**src/logic/umpf_pkg.sv**
```systemverilog
// Purpose: shared constants of the multiprocessor serial channel
// Assumes: one clock clk_sys at 25 MHz, reset nrst asynchronous active low
// Notes: register word addresses, control field positions, reset values
//
// How it works
// four selectable clock polarity/phase combinations
// both ends share polarity and phase
// multiproc bit 1 is ID, 0 is data
// transmit multiproc bit taken from transmit buffer
// station accepts data only after matching ID
// ID wait suppresses load, errors and flags
// ID frame sets flag, clears ID wait
// multiproc format ignores parity setting
// same bit clock as plain asynchronous mode
// software picks mode 100b or 101b
// receive flag 1 means ID field
// ID frame loads buffer, raises receive interrupt
// shift-empty and buffer-empty flags readable
// transmit and receive gated by enables
// select bit picks transmit interrupt source
// enable bit switches receive noise filter
// filter: three samples agree, else hold
// polarity 0: drive falling, sample rising
// multiproc bit follows last data bit
`default_nettype none
package umpf_pkg;
  localparam int DATA_W = 8;
  localparam int OVERSAMPLE = 16;
  localparam logic [3:0] ADDR_CTRL = 4'h0;
  localparam logic [3:0] ADDR_BAUD = 4'h1;
  localparam logic [3:0] ADDR_TXBUF = 4'h2;
  localparam logic [3:0] ADDR_RXBUF = 4'h3;
  localparam logic [3:0] ADDR_STAT = 4'h4;
  localparam logic [3:0] ADDR_IRQ_STAT = 4'h5;
  localparam logic [3:0] ADDR_IRQ_CLR = 4'h6;
  localparam logic [3:0] ADDR_IRQ_EN = 4'h7;
  localparam int CTL_TXEN = 0;
  localparam int CTL_RXEN = 1;
  localparam int CTL_TXIRQSEL = 2;
  localparam int CTL_FILTEN = 3;
  localparam int CTL_MPFMT = 4;
  localparam int CTL_IDWAIT = 5;
  localparam int CTL_PHASE = 6;
  localparam int CTL_POL = 7;
  localparam int CTL_SMODE = 8;
  localparam int CTL_PAREN = 11;
  localparam int CTL_PARODD = 12;
  localparam int CTL_STOP2 = 13;
  localparam int CTL_W = 14;
  localparam int RXB_MP = 8;
  localparam int RXB_OVR = 9;
  localparam int RXB_FRM = 10;
  localparam int RXB_PAR = 11;
  localparam int RXB_SUM = 12;
  localparam int ST_TXBE = 0;
  localparam int ST_TXSE = 1;
  localparam int ST_RXC = 2;
  localparam int ST_IDW = 3;
  localparam int IRQ_TX = 0;
  localparam int IRQ_RX = 1;
  localparam int IRQ_ERR = 2;
  localparam int IRQ_W = 3;
  localparam logic [2:0] SMODE_SYNC = 3'h1;
  localparam logic [2:0] SMODE_MP7 = 3'h4;
  localparam logic [2:0] SMODE_MP8 = 3'h5;
  localparam logic [CTL_W-1:0] CTRL_RST = 14'h0500;
  localparam logic [15:0] BAUD_RST = 16'h000C;
  localparam logic [3:0] PH_LAST = 4'hF;
  localparam logic [3:0] PH_HALF = 4'h8;
  localparam logic [3:0] PH_START_MID = 4'h7;
endpackage
`default_nettype wire

```
**src/logic/umpf_link_if.sv**
```systemverilog
// Purpose: serial lines between the channel and another station
// Assumes: all lines sampled on clk_sys
// Notes: devSclk only toggles in synchronous mode
`default_nettype none
interface umpf_link_if;
  logic devTxd;
  logic devSclk;
  logic stnTxd;
  modport dev (output devTxd, output devSclk, input stnTxd);
  modport stn (input devTxd, input devSclk, output stnTxd);
endinterface
`default_nettype wire

```
**src/logic/umpf_rx_filter.sv**
```systemverilog
// Purpose: receive line noise filter
// Assumes: tick is the 16x bit rate enable
// Notes: bypassed when enable is low
`default_nettype none
module umpf_rx_filter import umpf_pkg::*; (
  input wire logic clk_sys,
  input wire logic nrst,
  input wire logic tick,
  input wire logic enable,
  input wire logic din,
  output logic dout
);
  logic [2:0] stage_r;
  logic level_r;

  always_ff @(posedge clk_sys or negedge nrst) begin
    if (!nrst) begin
      stage_r <= 3'h7;
      level_r <= 1'b1;
    end else if (tick) begin
      stage_r <= {stage_r[1:0], din};
      if (stage_r == 3'h7 || stage_r == 3'h0) begin
        level_r <= stage_r[0];
      end
    end
  end

  assign dout = enable ? level_r : din;
endmodule
`default_nettype wire

```
**src/logic/umpf_device.sv**
```systemverilog
// Purpose: serial channel with multiprocessor ID filtering
// Assumes: register port strobes one cycle, read data one cycle later
// Notes: one 16x bit tick drives both directions and the filter
//
// Decided for this implementation: strobed register access and the placing of the registers.
`default_nettype none
module umpf_device import umpf_pkg::*; (
  input wire logic clk_sys,
  input wire logic nrst,
  input wire logic [3:0] regAddr,
  input wire logic [15:0] regWrData,
  input wire logic regWr,
  input wire logic regRd,
  output logic [15:0] regRdData,
  output logic irq,
  umpf_link_if.dev link
);
  typedef enum logic {TX_IDLE, TX_SHIFT} umpf_tx_t;
  typedef enum logic [1:0] {RX_IDLE, RX_START, RX_BITS} umpf_rx_t;
  umpf_tx_t txState_r;
  umpf_rx_t rxState_r;
  logic [CTL_W-1:0] ctrl_r;
  logic [15:0] baud_r;
  logic [15:0] tickCnt_r;
  logic [DATA_W:0] txBuf_r;
  logic txBufFull_r;
  logic [11:0] txFrame_r;
  logic [3:0] txPhase_r;
  logic [3:0] txLeft_r;
  logic txStart;
  logic txDone_r;
  logic [DATA_W-1:0] syncShift_r;
  logic syncDone_r;
  logic [3:0] rxPhase_r;
  logic [3:0] rxCount_r;
  logic [11:0] rxShift_r;
  logic rxDone_r;
  logic [DATA_W:0] rxBuf_r;
  logic rxComplete_r;
  logic overrun_r;
  logic framing_r;
  logic parErr_r;
  logic [IRQ_W-1:0] irqStat_r;
  logic [IRQ_W-1:0] irqEn_r;
  logic [IRQ_W-1:0] irqEv;
  logic tick;
  logic rxLine;
  logic syncMode;
  logic mpFmt;
  logic parEn;
  logic extra;
  logic [3:0] dataBits;
  logic [3:0] frameLen;
  logic [11:0] frameNxt;
  logic [10:0] body;
  logic exBit;
  logic [3:0] changePt;
  logic [3:0] samplePt;
  logic [DATA_W-1:0] rxData;
  logic rxMp;
  logic recvStrobe;
  logic recvMp;
  logic accept;
  logic rdRx;
  logic wrCtrl;

  assign syncMode = (ctrl_r[CTL_SMODE +: 3] == SMODE_SYNC);
  assign mpFmt = ctrl_r[CTL_MPFMT];
  assign parEn = ctrl_r[CTL_PAREN] && !mpFmt;
  assign extra = mpFmt || parEn;
  assign dataBits = (ctrl_r[CTL_SMODE +: 3] == SMODE_MP7) ? 4'h7 : 4'h8;
  assign rdRx = regRd && (regAddr == ADDR_RXBUF);
  assign wrCtrl = regWr && (regAddr == ADDR_CTRL);

  // ------------------------------------------------------------
  // 16x bit tick, shared by all modes
  // ------------------------------------------------------------
  assign tick = (tickCnt_r == 16'h0000);
  always_ff @(posedge clk_sys or negedge nrst) begin
    if (!nrst) tickCnt_r <= 16'h0000;
    else tickCnt_r <= tick ? baud_r : tickCnt_r - 16'h0001;
  end

  umpf_rx_filter u_filt (
    .clk_sys(clk_sys),
    .nrst(nrst),
    .tick(tick),
    .enable(ctrl_r[CTL_FILTEN]),
    .din(link.stnTxd),
    .dout(rxLine)
  );

  // ------------------------------------------------------------
  // control registers
  // ------------------------------------------------------------
  always_ff @(posedge clk_sys or negedge nrst) begin
    if (!nrst) begin
      ctrl_r <= CTRL_RST;
      baud_r <= BAUD_RST;
      irqEn_r <= '0;
    end else begin
      if (wrCtrl) ctrl_r <= regWrData[CTL_W-1:0];
      else if (accept && recvMp) ctrl_r[CTL_IDWAIT] <= 1'b0;
      if (regWr && regAddr == ADDR_BAUD) baud_r <= regWrData;
      if (regWr && regAddr == ADDR_IRQ_EN) irqEn_r <= regWrData[IRQ_W-1:0];
    end
  end

  // ------------------------------------------------------------
  // transmit buffer and frame build
  // ------------------------------------------------------------
  assign txStart = (txState_r == TX_IDLE) && txBufFull_r && tick && ctrl_r[CTL_TXEN];
  assign exBit = mpFmt ? txBuf_r[DATA_W] : (^txBuf_r[6:0] ^ (dataBits == 4'h8 && txBuf_r[7]) ^
                 ctrl_r[CTL_PARODD]);

  always_comb begin
    if (dataBits == 4'h7) body = {3'h7, extra ? exBit : 1'b1, txBuf_r[6:0]};
    else body = {2'h3, extra ? exBit : 1'b1, txBuf_r[7:0]};
    frameNxt = syncMode ? {4'hF, txBuf_r[7:0]} : {body, 1'b0};
    frameLen = syncMode ? 4'h8 : 4'h2 + dataBits + {3'h0, extra} + {3'h0, ctrl_r[CTL_STOP2]};
  end

  always_ff @(posedge clk_sys or negedge nrst) begin
    if (!nrst) begin
      txBuf_r <= '0;
      txBufFull_r <= 1'b0;
    end else if (regWr && regAddr == ADDR_TXBUF) begin
      txBuf_r <= regWrData[DATA_W:0];
      txBufFull_r <= 1'b1;
    end else if (txStart) begin
      txBufFull_r <= 1'b0;
    end
  end

  // ------------------------------------------------------------
  // transmit shifter and synchronous clock
  // ------------------------------------------------------------
  assign changePt = ctrl_r[CTL_PHASE] ? PH_HALF : 4'h0;
  assign samplePt = ctrl_r[CTL_PHASE] ? PH_LAST : PH_HALF;

  always_ff @(posedge clk_sys or negedge nrst) begin
    if (!nrst) begin
      txState_r <= TX_IDLE;
      txFrame_r <= '1;
      txPhase_r <= 4'h0;
      txLeft_r <= 4'h0;
      txDone_r <= 1'b0;
      syncShift_r <= '0;
      syncDone_r <= 1'b0;
      link.devTxd <= 1'b1;
      link.devSclk <= 1'b1;
    end else begin
      txDone_r <= 1'b0;
      syncDone_r <= 1'b0;
      case (txState_r)
        TX_IDLE: begin
          if (tick) link.devSclk <= !ctrl_r[CTL_POL];
          if (txStart) begin
            txFrame_r <= frameNxt;
            txLeft_r <= frameLen;
            txPhase_r <= 4'h0;
            txState_r <= TX_SHIFT;
          end
        end
        TX_SHIFT: begin
          if (tick) begin
            txPhase_r <= txPhase_r + 4'h1;
            if (txPhase_r == changePt || !syncMode) link.devTxd <= txFrame_r[0];
            if (syncMode) begin
              link.devSclk <= !ctrl_r[CTL_POL] ^
                (ctrl_r[CTL_PHASE] ? txPhase_r >= PH_HALF : txPhase_r < PH_HALF);
              if (txPhase_r == samplePt) syncShift_r <= {link.stnTxd, syncShift_r[DATA_W-1:1]};
            end
            if (txPhase_r == PH_LAST) begin
              txFrame_r <= {1'b1, txFrame_r[11:1]};
              txLeft_r <= txLeft_r - 4'h1;
              if (txLeft_r == 4'h1) begin
                txState_r <= TX_IDLE;
                txDone_r <= 1'b1;
                syncDone_r <= syncMode && ctrl_r[CTL_RXEN];
              end
            end
          end
        end
        default: txState_r <= TX_IDLE;
      endcase
    end
  end

  // ------------------------------------------------------------
  // asynchronous receiver
  // ------------------------------------------------------------
  always_ff @(posedge clk_sys or negedge nrst) begin
    if (!nrst) begin
      rxState_r <= RX_IDLE;
      rxPhase_r <= 4'h0;
      rxCount_r <= 4'h0;
      rxShift_r <= '0;
      rxDone_r <= 1'b0;
    end else begin
      rxDone_r <= 1'b0;
      if (tick) begin
        rxPhase_r <= rxPhase_r + 4'h1;
        case (rxState_r)
          RX_IDLE: begin
            rxPhase_r <= 4'h0;
            if (!rxLine && ctrl_r[CTL_RXEN] && !syncMode) rxState_r <= RX_START;
          end
          RX_START: begin
            if (rxPhase_r == PH_START_MID) begin
              rxPhase_r <= 4'h0;
              rxCount_r <= 4'h0;
              rxState_r <= rxLine ? RX_IDLE : RX_BITS;
            end
          end
          RX_BITS: begin
            if (rxPhase_r == PH_LAST) begin
              rxShift_r[rxCount_r] <= rxLine;
              rxCount_r <= rxCount_r + 4'h1;
              if (rxCount_r == dataBits + {3'h0, extra}) begin
                rxDone_r <= 1'b1;
                rxState_r <= RX_IDLE;
              end
            end
          end
          default: rxState_r <= RX_IDLE;
        endcase
      end
    end
  end

  // ------------------------------------------------------------
  // receive buffer, ID wait and flags
  // ------------------------------------------------------------
  assign rxData = syncMode ? syncShift_r :
                  (dataBits == 4'h7 ? {1'b0, rxShift_r[6:0]} : rxShift_r[7:0]);
  assign rxMp = rxShift_r[dataBits];
  assign recvStrobe = rxDone_r || syncDone_r;
  assign recvMp = rxDone_r && mpFmt && rxMp;
  assign accept = recvStrobe && !(ctrl_r[CTL_IDWAIT] && !recvMp);

  always_ff @(posedge clk_sys or negedge nrst) begin
    if (!nrst) begin
      rxBuf_r <= '0;
      rxComplete_r <= 1'b0;
      overrun_r <= 1'b0;
      framing_r <= 1'b0;
      parErr_r <= 1'b0;
    end else if (accept) begin
      rxBuf_r <= {recvMp, rxData};
      rxComplete_r <= 1'b1;
      overrun_r <= rxComplete_r && !rdRx;
      framing_r <= rxDone_r && !rxShift_r[dataBits + {3'h0, extra}];
      parErr_r <= rxDone_r && parEn &&
        (^rxData ^ rxMp ^ ctrl_r[CTL_PARODD]);
    end else if (rdRx) begin
      rxComplete_r <= 1'b0;
    end
  end

  // ------------------------------------------------------------
  // interrupts and read port
  // ------------------------------------------------------------
  assign irqEv[IRQ_TX] = ctrl_r[CTL_TXIRQSEL] ? txDone_r : txStart;
  assign irqEv[IRQ_RX] = accept;
  assign irqEv[IRQ_ERR] = accept && rxComplete_r && !rdRx;

  always_ff @(posedge clk_sys or negedge nrst) begin
    if (!nrst) begin
      irqStat_r <= '0;
      irq <= 1'b0;
    end else begin
      if (regWr && regAddr == ADDR_IRQ_CLR) irqStat_r <= (irqStat_r & ~regWrData[IRQ_W-1:0]) | irqEv;
      else irqStat_r <= irqStat_r | irqEv;
      irq <= |(irqStat_r & irqEn_r);
    end
  end

  always_ff @(posedge clk_sys or negedge nrst) begin
    if (!nrst) begin
      regRdData <= 16'h0000;
    end else if (regRd) begin
      case (regAddr)
        ADDR_CTRL: regRdData <= {2'h0, ctrl_r};
        ADDR_BAUD: regRdData <= baud_r;
        ADDR_RXBUF: regRdData <= {3'h0, overrun_r | framing_r | parErr_r, parErr_r,
                                  framing_r, overrun_r, rxBuf_r};
        ADDR_STAT: regRdData <= {12'h000, ctrl_r[CTL_IDWAIT], rxComplete_r,
                                 txState_r == TX_IDLE, !txBufFull_r};
        ADDR_IRQ_STAT: regRdData <= {13'h0000, irqStat_r};
        ADDR_IRQ_EN: regRdData <= {13'h0000, irqEn_r};
        default: regRdData <= 16'h0000;
      endcase
    end else begin
      regRdData <= 16'h0000;
    end
  end
endmodule
`default_nettype wire

```
**src/flat_wrapper.sv**
```systemverilog
// flat-port wrapper written by rule: the top's interface ports become plain ports
module umpf_device_flat import umpf_pkg::*;
  (clk_sys, nrst, regAddr, regWrData, regWr, regRd, regRdData, irq, link_devTxd, link_devSclk, link_stnTxd);
  umpf_link_if link_i ();
  input wire logic clk_sys;
  input wire logic nrst;
  input wire logic [3:0] regAddr;
  input wire logic [15:0] regWrData;
  input wire logic regWr;
  input wire logic regRd;
  output logic [15:0] regRdData;
  output logic irq;
  output wire logic [$bits(link_i.devTxd)-1:0] link_devTxd;
  output wire logic [$bits(link_i.devSclk)-1:0] link_devSclk;
  input wire logic [$bits(link_i.stnTxd)-1:0] link_stnTxd;
  assign link_devTxd = link_i.devTxd;
  assign link_devSclk = link_i.devSclk;
  assign link_i.stnTxd = link_stnTxd;
  umpf_device u_core (.clk_sys(clk_sys), .nrst(nrst), .regAddr(regAddr), .regWrData(regWrData), .regWr(regWr), .regRd(regRd), .regRdData(regRdData), .irq(irq), .link(link_i));
endmodule
```
**config.mk**
```make
export PLATFORM = sky130hd
export DESIGN_NAME = umpf_device_flat
export DESIGN_NICKNAME = d
export VERILOG_FILES = /design/src/logic/umpf_pkg.sv /design/src/logic/umpf_link_if.sv /design/src/logic/umpf_rx_filter.sv /design/src/logic/umpf_device.sv /design/src/flat_wrapper.sv
export SDC_FILE = /design/constraint.sdc
export NUM_CORES = 1
export LEC_CHECK = 0
export BUFFER_PORTS_ARGS = -buffer_cell sky130_fd_sc_hd__buf_2
export CAP_MARGIN = 0
export CORE_ASPECT_RATIO = 0.75
export CORE_MARGIN = 3
export CORE_UTILIZATION = 66
export CTS_CLUSTER_DIAMETER = 60
export DETAILED_ROUTE_END_ITERATION = 16
export PLACE_DENSITY = 0.92
export REMOVE_ABC_BUFFERS = 1
export SYNTH_ARGS = -nofsm -noshare
export SYNTH_HDL_FRONTEND = slang
export SYNTH_SLANG_ARGS = --single-unit
export TNS_END_PERCENT = 10
```
**constraint.sdc**
```tcl
create_clock -name clk_sys -period 4.5 [get_ports clk_sys]
set_input_delay 0.9 -clock clk_sys [delete_from_list [all_inputs] [get_ports clk_sys]]
set_output_delay 0.9 -clock clk_sys [all_outputs]
set_load 0.05 [all_outputs]
```
## Word level (Yosys, flattened, before mapping)

Index checks and enable logic that the tools add are counted.

- Register bits after elaboration: 152
- Bits of input ports: 25
- Output and inout bits: 19
- Word-level logic and storage cells: 221

- Add/sub/neg operators: 9
- Order comparisons: 6
- Equality and inequality tests: 30
- Mux-type cells: 73
- Bitwise logic cells: 13
- Reductions and logical operators: 59

Operators with widths:

| operator | number |
|---|---|
| $pmux W16 S6 | 1 |
| $mux W4 | 11 |
| $mux W12 | 3 |
| $mux W1 | 33 |
| $mux W16 | 2 |
| $pmux W4 S2 | 4 |
| $logic_and A1 B1 Y1 | 26 |
| $eq A4 B3 Y1 const B | 6 |
| $pmux W12 S2 | 1 |
| $logic_not A16 Y1 | 1 |
| $mux W8 | 2 |
| $sub A16 B1 Y16 const B | 1 |
| $lt A4 B5 Y1 const B | 3 |
| $add A4 B1 Y4 | 3 |
| $add A4 B1 Y4 const B | 3 |
| $bwmux W12 | 1 |
| $eq A4 B4 Y1 | 3 |
| $eq A4 B4 Y1 const B | 3 |
| $ne A2 B1 Y1 const B | 6 |
| $reduce_and A3 Y1 | 4 |
| $mux W10 | 1 |
| $mux W2 | 5 |
| $logic_not A1 Y1 | 9 |
| $mux W9 | 1 |
| 34 further kinds | 57 |

## Logic depth before layout (Yosys ltp)

Gate-level depths: netlist (run 1).

- Depth after elaboration: 13
- Gate-level depth with buffers: 10
- Depth with buffers taken out: 8

## Hierarchy

Synthesis (run 1) repeated with hierarchy kept, for this count alone.

- Cell total of the unflattened synthesis: 708
- Area total of the unflattened synthesis: 7364.6 um^2

By module, submodules not included:

| module | times used | cells each | area each (um^2) | sequential area each (um^2) |
|---|---|---|---|---|
| umpf_device | 1 | 696 | 7170.6 | 3623.5 |
| umpf_rx_filter | 1 | 12 | 193.9 | 105.1 |

## Worst setup path before layout (run 1)

Ideal clock, no wire load.

- Path type: input -> register
- Start: input port regAddr[1]
- End: register u_core.baud_r[10]
- Library setup time: 125 ps
- Arrival: 2656 ps
- Required time: 4375 ps
- Path slack: 1719 ps
- Stages: 5
- Path buffers: 2
- Cell sequence: clkbuf_1 -> nor4b_1 -> nand2_1 -> clkbuf_1 -> mux2_2

- Word-level cells in the longest chain between the ends: 2

Ends and longest elaborated chain:

| what | RTL line | text |
|---|---|---|
| start, declared | flat_wrapper.sv:7 | `input wire logic [3:0] regAddr;` |
| $eq A4 B1 Y1 | umpf_device.sv:104 | `if (regWr && regAddr == ADDR_BAUD) baud_r <= regWrData;` |
| $logic_and A1 B1 Y1 | umpf_device.sv:104 |  |
| end signal, assigned | umpf_device.sv:104 |  |
| end, declared | umpf_device.sv:23 | `logic [15:0] baud_r;` |

No other way between the ends.
A chain may end at the register's enable or synchronous reset.

## Final worst setup path (run 1)

- Start: register u_core.tickCnt_r[3]
- End: register u_core.rxShift_r[5]

- Word-level cells in the longest chain between the ends: 2

Ends and longest elaborated chain:

| what | RTL line | text |
|---|---|---|
| start, declared | umpf_device.sv:24 | `logic [15:0] tickCnt_r;` |
| start signal, assigned | umpf_device.sv:81 | `else tickCnt_r <= tick ? baud_r : tickCnt_r - 16'h0001;` |
| $logic_not A16 Y1 | umpf_device.sv:78 | `assign tick = (tickCnt_r == 16'h0000);` |
| $reduce_and A3 Y1 (no line) | - |  |
| end signal, assigned by index | umpf_device.sv:218 | `rxShift_r[rxCount_r] <= rxLine;` |
| end, declared | umpf_device.sv:36 | `logic [11:0] rxShift_r;` |

No other way between the ends.

==> results of run 1 <==
[per-layer routing]
layer  up-vias  share of wire
met5         -              0
met4         0          0.031
met3        67           0.11
met2       370           0.47
met1      2963           0.39
li1       2611              -
[logic make-up (layout without fill, tap and decap cells)]
group	count (synthesis)	after routing
muxes	85	85
AOI/OAI and AO/OA	139	139
buffers and inverters	57	105
DFF	148	148
adders and majority gates	14	14
xor gates and xnor gates	35	35
and+or+nand+nor	249	249
[metrics by stage]
stage	instance area [um^2]	util	instances	hold WS, ps
6_report	8322	0.7843	911	473.0
3_5_place_dp	7719	0.7275	879	466.5
2_1_floorplan	7254	-	691	439.9
5_1_grt	8322	0.7843	911	494.6
3_3_place_gp	7719	0.7275	879	451.8
4_1_cts	8315	0.7837	911	476.9
[state kept, by name, indices dropped and copies added, names as in the netlist, 2 cells and up]
signal,flops
u_core.rxBuf_r,9
u_core.txPhase_r,4
u_core.ctrl_r,14
u_core.rxState_r,2
u_core.baud_r,16
u_core.u_filt.stage_r,3
u_core.syncShift_r,8
u_core.txFrame_r,10
u_core.rxShift_r,10
u_core.rxCount_r,4
u_core.txLeft_r,4
u_core.irqStat_r,3
u_core.tickCnt_r,16
u_core.regRdData,16
u_core.rxPhase_r,4
u_core.irqEn_r,3
u_core.txBuf_r,9
[path summary, 6_finish.rpt]
| kind | to | slack, ps | cells after the start |
|---|---|---|---|
| max | u_core.rxShift_r[5] | 1500 | 6 |
| min | u_core.u_filt.stage_r[1] | 470 | 2 |
| max reg2reg | u_core.rxShift_r[5] | 1500 | 6 |
| min reg2reg | u_core.u_filt.stage_r[1] | 470 | 2 |
| max in group asynchronous | u_core.ctrl_r[8] | 3010 | 2 |
| min in group asynchronous | u_core.regRdData[14] | 500 | 1 |
[power breakdown]
part	internal [W]	switching, W
clock	0.000862	0.000569
sequential	0.00155	0.000245
combinational	0.000359	0.000469
total	0.00277	0.00128
[placed cells by master, fill, tap and decap left out, types with 5 or more instances in the layout]
cell       synthesis  final
a22oi_1            5      5
buf_4              1      9
nand2_1          105    105
mux2_4             8      8
nor2_1            62     62
dfstp_2           20     20
a21oi_1           45     45
clkbuf_16          0     17
inv_1             21     21
ha_1              14     14
a31oi_1            6      6
xor2_1             9      9
mux2_2            56     56
xnor2_1           26     26
nand3_1           12     12
dfrtp_1          128    128
o21ai_0           51     50
nand3b_1           5      5
nor2b_1            7      7
buf_2              2     42
nor4_1             7      6
nor3_1             9      9
mux2i_1           21     21
or3_1              7      7
[cell type report]
cell class | instances | area share
tap | 136 | 0.02045
multi-input combinational | 522 | 0.4156
timing repair buffer | 52 | 0.03473
sequential | 148 | 0.4481
inverter | 21 | 0.009472
clock inverter | 11 | 0.01519
clock buffer | 21 | 0.05653
[worst register-to-register path, stage by stage, from the launching register on]
cell	delay, ps
dfrtp_1	420
or4_4	600
nor4_4	600
nand3_1	310
nor3b_1	520
nand2_1	130
mux2_2	290
==> key figures, run 1 <==
Power
  – Tot Pwr: 0.004054 W
  – Static Leak: roughly 3.8 nW
  – Worst vdd ir: 0.0003210 V
  – Pwr per Cell Area: just under 500 nW/um^2

Timing
  – Fmax: about 330 MHz
  – Setup Viol. Count Final: 0
  – Worst Tran Pin Value: 913.8 ps
  – Setup ws final: 1500 ps
  – Max-slew violations: 0
  – Fin Setup TNS: 0 ps
  – Fin crit share: 0.6667
  – Final Skew: 10.34 ps
  – Min Tclk post-route: about 3000 ps
  – RSZ-0062 raised after global routing: false
  – Worst slew margin: 0.3857
  – Final Hold Fails: 0

Floorplanning
  – I/O pins: 44
  – DIE AREA: between 10000 and 15000 um^2
  – Die height: 97.72 um
  – Rows: 32
  – Core box area: ~11000 um^2
  – Die width: 128.3 um
  – Starting Density: 0.6978

Clock network
  – Clk buf depth: 2
  – Clk_lat worst skew: between 400 and 500 ps
  – Htree depth: 4
  – Root Buffer: clkbuf_16
  – Clock transition at path regs: approximately 60 ps
  – CTS Buf Count: 17
  – Clock Sinks: between 100 and 150
  – Postcts setup bufs: 0
  – CTS tree: done
  – Resize count post-CTS: 0
  – Hold_buf cts: 0

Global route
  – Global route overflow: 0
  – Vias in the first global route: between 6000 and 7000
  – Largest net degree at the start of global routing: 80
  – Initial antenna violation count: 0
  – Grt met3 use: 0.1071
  – GRT Util Overall: 0.3176
  – Grt met2 use: 0.4902
  – Met1 usage: 0.4168
  – GR peak layer: met2
  – First-pass GRT wire length: just over 30 mm

Critical path
  – Setup crit start kind: flip-flop
  – Crit end category: flip-flop
  – CP Launch Point: u_core.tickCnt_r[3]
  – Critical path peak fanout: 8
  – Worst Path Required: 4800 ps
  – Crit Path Class: reg -> reg
  – Count of buffer and inverter cells on the critical path: 0
  – CP Data Arrival Time: 3300 ps
  – CP delay by family, top: simple AND/OR/NAND/NOR gates
  – Critical-path cell list: or4_4 > nor4_4 > nand3_1 > nor3b_1 > nand2_1 > mux2_2
  – FF-to-FF Start: u_core.tickCnt_r[3]
  – Worst path max stage delay: 600 ps
  – Worst path slowest cell: or4_4

Cells and area
  – Share of cells above drive strength 1: 0.2323
  – Area growth syn-to-layout: 12.40%
  – Final nets: approximately 800
  – Register area: between 3000 and 4000 um^2
  – Footprint of the multi-input gates: between 3000 and 4000 um^2
  – # diodes: 0
  – # fillers: between 600 and 700

Placement
  – Buffers added on ports: 43
  – Detailed placement HPWL: around 13 mm
  – Setup WS pre-CTS: about 1200 ps
  – RD Place Congestion: 0.9785

Yosys
  – Count leader, synth: dfrtp_1
  – Synth Area in Simple Gates: 0.1594
  – Post-synthesis register bit count: between 100 and 150
  – Multiplexer share of the synthesized area: 0.1298
  – Library cells used by synthesis: 59
  – EDFF count, synth: 0
  – Xor and xnor area share after synthesis: 0.04141
  – Synth Area in Compound Gates: 0.1114
  – Synth area leader: dfrtp_1
  – Adder-cell area share of the yosys netlist: 0.02366
  – Area fraction of the dominant cell type after synthesis: 0.4327
  – Synth top cells by count: 128 x dfrtp_1, 105 x nand2_1, 62 x nor2_1
  – Dominant synthesized flop cell: dfrtp_1
  – FFs w/ async S/R, synth: 1.000
  – Synth Area per Inst: about 10 um^2
  – Mapped Area: about 7400 um^2
  – Area contributors post-synth: dfrtp_1 43%, mux2_2 8.5%, dfstp_2 7.1%
  – Largest family of logic cells by synthesized area: simple AND/OR/NAND/NOR gates
  – Synth Warn #: 0
  – Post-synthesis sequential area ratio: 0.5036
  – Post-Syn Instances: between 700 and 800

Routing
  – ANT nets after route: 0
  – Detailed-route via count: 6011
  – Drt wl/cell: about 21 um
  – DRT iter0 DRCs: 881
  – Vias per cell: 6.598
  – Post-Route WL: 19.10 mm
  – DRT Pass-1 Iters: 8
  – DRC: 0

Min path
  – Worst hold start: u_core.u_filt.stage_r[1]
  – Type of the tightest min-delay check: reg -> reg

Status
  – Run status: finished clean

Job
  – Max-cap violations: 0
(Power assumes the default switching activity.)
==> inputs of run 2 (changes only) <==
--- a/config.mk
+++ b/config.mk
@@ -9,10 +9,10 @@
 export CAP_MARGIN = 0
 export CORE_ASPECT_RATIO = 0.75
 export CORE_MARGIN = 3
-export CORE_UTILIZATION = 66
+export CORE_UTILIZATION = 61
 export CTS_CLUSTER_DIAMETER = 60
 export DETAILED_ROUTE_END_ITERATION = 16
-export PLACE_DENSITY = 0.92
+export PLACE_DENSITY = 0.87
 export REMOVE_ABC_BUFFERS = 1
 export SYNTH_ARGS = -nofsm -noshare
 export SYNTH_HDL_FRONTEND = slang
==> constraint.sdc (replaced) <==
create_clock -name clk_sys -period 2.8 [get_ports clk_sys]
set_input_delay 0.56 -clock clk_sys [delete_from_list [all_inputs] [get_ports clk_sys]]
set_output_delay 0.56 -clock clk_sys [all_outputs]
set_load 0.05 [all_outputs]
==> run 2 against run 1 <==
Compared with the run above: flip-flop and latch count unchanged; sequential share of layout area down 0.62 points; setup slack worse by 1400 ps; final area increased by 1.4%; die area up 7.7%; via count down 1.3%; core utilization down 6.6 points; combinational power increased by 65%; non-clock buffer count up 9; clock power grew 63%; routed wire length down 3.1%; critical path type unchanged; critical endpoint is now u_core.rxShift_r[1].
==> key figures, run 2 (synthesis gave the netlist of run 1 again) <==
Global route
  – Vias in the first global route: 5890 (was 6007)
  – First-pass GRT wire length: 29.85 mm (was 31.14 mm)
  – Largest net degree at the start of global routing: 72 (was 80)
  – Initial antenna violation count: 0 (unchanged)
  – Global route overflow: 0 (unchanged)
  – GRT Util Overall: 0.2827 (was 0.3176)

Timing
  – Worst slew margin: 0.4803 (was 0.3857)
  – RSZ-0062 raised after global routing: false (unchanged)
  – Setup ws final: 112.1 ps (was 1500 ps)
  – Max-slew violations: 0 (unchanged)
  – Setup Viol. Count Final: 0 (unchanged)
  – Fmax: 372.0 MHz (was 333.3 MHz)
  – Min Tclk post-route: 2688 ps (was 3000 ps)
  – Final Hold Fails: 0 (unchanged)
  – Worst Tran Pin Value: 777.6 ps (was 913.8 ps)
  – Fin crit share: 0.9600 (was 0.6667)
  – Final Skew: 9.231 ps (was 10.34 ps)

Routing
  – DRT Pass-1 Iters: 5 (was 8)
  – Vias per cell: 6.273 (was 6.598)
  – DRT iter0 DRCs: 661 (was 881)
  – ANT nets after route: 0 (unchanged)
  – Drt wl/cell: 19.56 um (was 20.96 um)
  – Detailed-route via count: 5934 (was 6011)
  – DRC: 0 (unchanged)
  – Post-Route WL: 18.51 mm (was 19.10 mm)

Status
  – Run status: finished clean (unchanged)

Clock network
  – Postcts setup bufs: 0 (unchanged)
  – Clock Sinks: 148 (unchanged)
  – CTS Buf Count: 17 (unchanged)
  – Hold_buf cts: 0 (unchanged)
  – Root Buffer: clkbuf_16 (unchanged)
  – Clock transition at path regs: 60 ps (about the same)
  – Clk buf depth: 2 (unchanged)
  – CTS tree: done (unchanged)
  – Htree depth: 4 (unchanged)
  – Clk_lat worst skew: 430 ps (about the same)

Critical path
  – Critical path peak fanout: 5 (was 8)
  – Cell count of the worst reg-to-reg path: 7 (was 6)
  – Critical-path cell list: or4_4 > nor4_4 > buf_4 > nand3_1 > nor3_1 > nand2_1 > mux2_2 (was or4_4 > nor4_4 > nand3_1 > nor3b_1 > nand2_1 > mux2_2)
  – Setup crit start kind: flip-flop (unchanged)
  – CP Data Arrival Time: 3000 ps (was 3300 ps)
  – Crit end category: flip-flop (unchanged)
  – Worst Path Required: 3110 ps (was 4800 ps)
  – Worst path max stage delay: 600 ps (about the same)
  – Worst path slowest cell: or4_4 (unchanged)
  – Crit Path Class: reg -> reg (unchanged)

Placement
  – Setup WS pre-CTS: 133.2 ps (was 1158 ps)
  – Placed Instances: 914 (was 879)
  – Buffers added on ports: 43 (unchanged)
  – RD Place Congestion: 0.8997 (was 0.9785)
  – Placement Cell Area: 7831 um^2 (was 7719 um^2)
  – Detailed placement HPWL: 12.68 mm (was 12.57 mm)

Floorplanning
  – DIE AREA: 13510 um^2 (was 12540 um^2)
  – I/O pins: 44 (unchanged)
  – Die width: 133.2 um (was 128.3 um)
  – Rows: 34 (was 32)
  – Core box area: 11740 um^2 (was 10610 um^2)
  – Die height: 101.4 um (was 97.72 um)
  – Starting Density: 0.6305 (was 0.6978)

Power
  – Static Leak: 3.806 nW (was 3.758 nW)
  – Worst vdd ir: 0.0005369 V (was 0.0003210 V)
  – Pwr per Cell Area: 777.4 nW/um^2 (was 487.2 nW/um^2)
  – Tot Pwr: 0.006561 W (was 0.004054 W)

Cells and area
  – # diodes: 0 (unchanged)
  – Most common cell after layout, fill and taps aside: dfrtp_1 (unchanged)
  – Biggest registers after layout: u_core.baud_r (16), u_core.regRdData (16), u_core.tickCnt_r (16) (unchanged)
  – Commonest cells after routing, fill and taps aside: 128 x dfrtp_1, 105 x nand2_1, 62 x nor2_1 (unchanged)
  – Area growth syn-to-layout: 13.99% (was 12.40%)
  – Design Area, Final: 8439 um^2 (was 8322 um^2)
  – Post-layout util: 0.7188 (was 0.7843)
  – Share of cells above drive strength 1: 0.2411 (was 0.2323)
  – # fillers: 766 (was 617)
  – Final Non-Filler Cells: 946 (was 911)
  – Final nets: 810 (was 801)

Job
  – Max-cap violations: 0 (unchanged)

Min path
  – Type of the tightest min-delay check: in -> async (was reg -> reg)
## run 2: cell type report
class	instances	area, um^2	share of cell area
clock inverters	13	160.2	0.01898
well taps	162	202.7	0.02402
clock buffers	19	442.9	0.05248
repair buffers	61	369.1	0.04374
flip-flops and latches	148	3729	0.4418
inverters	21	78.83	0.009340
multi-input cells	522	3457	0.4096
## run 2: final timing paths
check / end / startpoint / slack (ps)
worst max-delay path: u_core.rxShift_r[1] / u_core.tickCnt_r[3] / 110
worst min-delay path: u_core.baud_r[15] / nrst / 140
worst max register to register: u_core.rxShift_r[1] / u_core.tickCnt_r[3] / 110
worst min register to register: u_core.u_filt.stage_r[1] / u_core.u_filt.stage_r[1] / 480
max in group asynchronous: u_core.txFrame_r[9] / nrst / 1850
min in group clk_sys: u_core.baud_r[14] / regWrData[14] / 370
## run 2: critical path: cells and delay by family (launching register included)
kind,cells,cell delay (ps)
buffers and inverters,1,200
flip-flops,1,430
multiplexers,1,280
AND/OR/NAND/NOR,5,1670
## run 2: what timing repair did
action / CTS / global route
setup endpoints to repair: 0 / 4
hold endpoints to repair: 0 / 0
gates resized for setup: 0 / 1
## run 2: report_power, final
part           internal [W]  switching [W]  total [W]  leakage, nW
registers           0.00249       0.000379    0.00287         1.86
logic              0.000595       0.000770    0.00137         1.65
clock network       0.00137       0.000961    0.00233        0.293
## run 2: layer usage
layer,wire [um],GRT usage,up-vias
li1,-,-,2637
met1,7239,0.3671,2895
met2,8656,0.4462,341
met3,1946,0.08342,61
met4,666,0.1304,0
met5,0,0,-
## run 2: stage by stage
stage               TNS, ps  hold WS, ps
floorplan             -6015        264.4
global placement          0        449.4
detailed placement        0        462.2
CTS                       0        158.4
global route              0        176.9
finish                    0        136.5
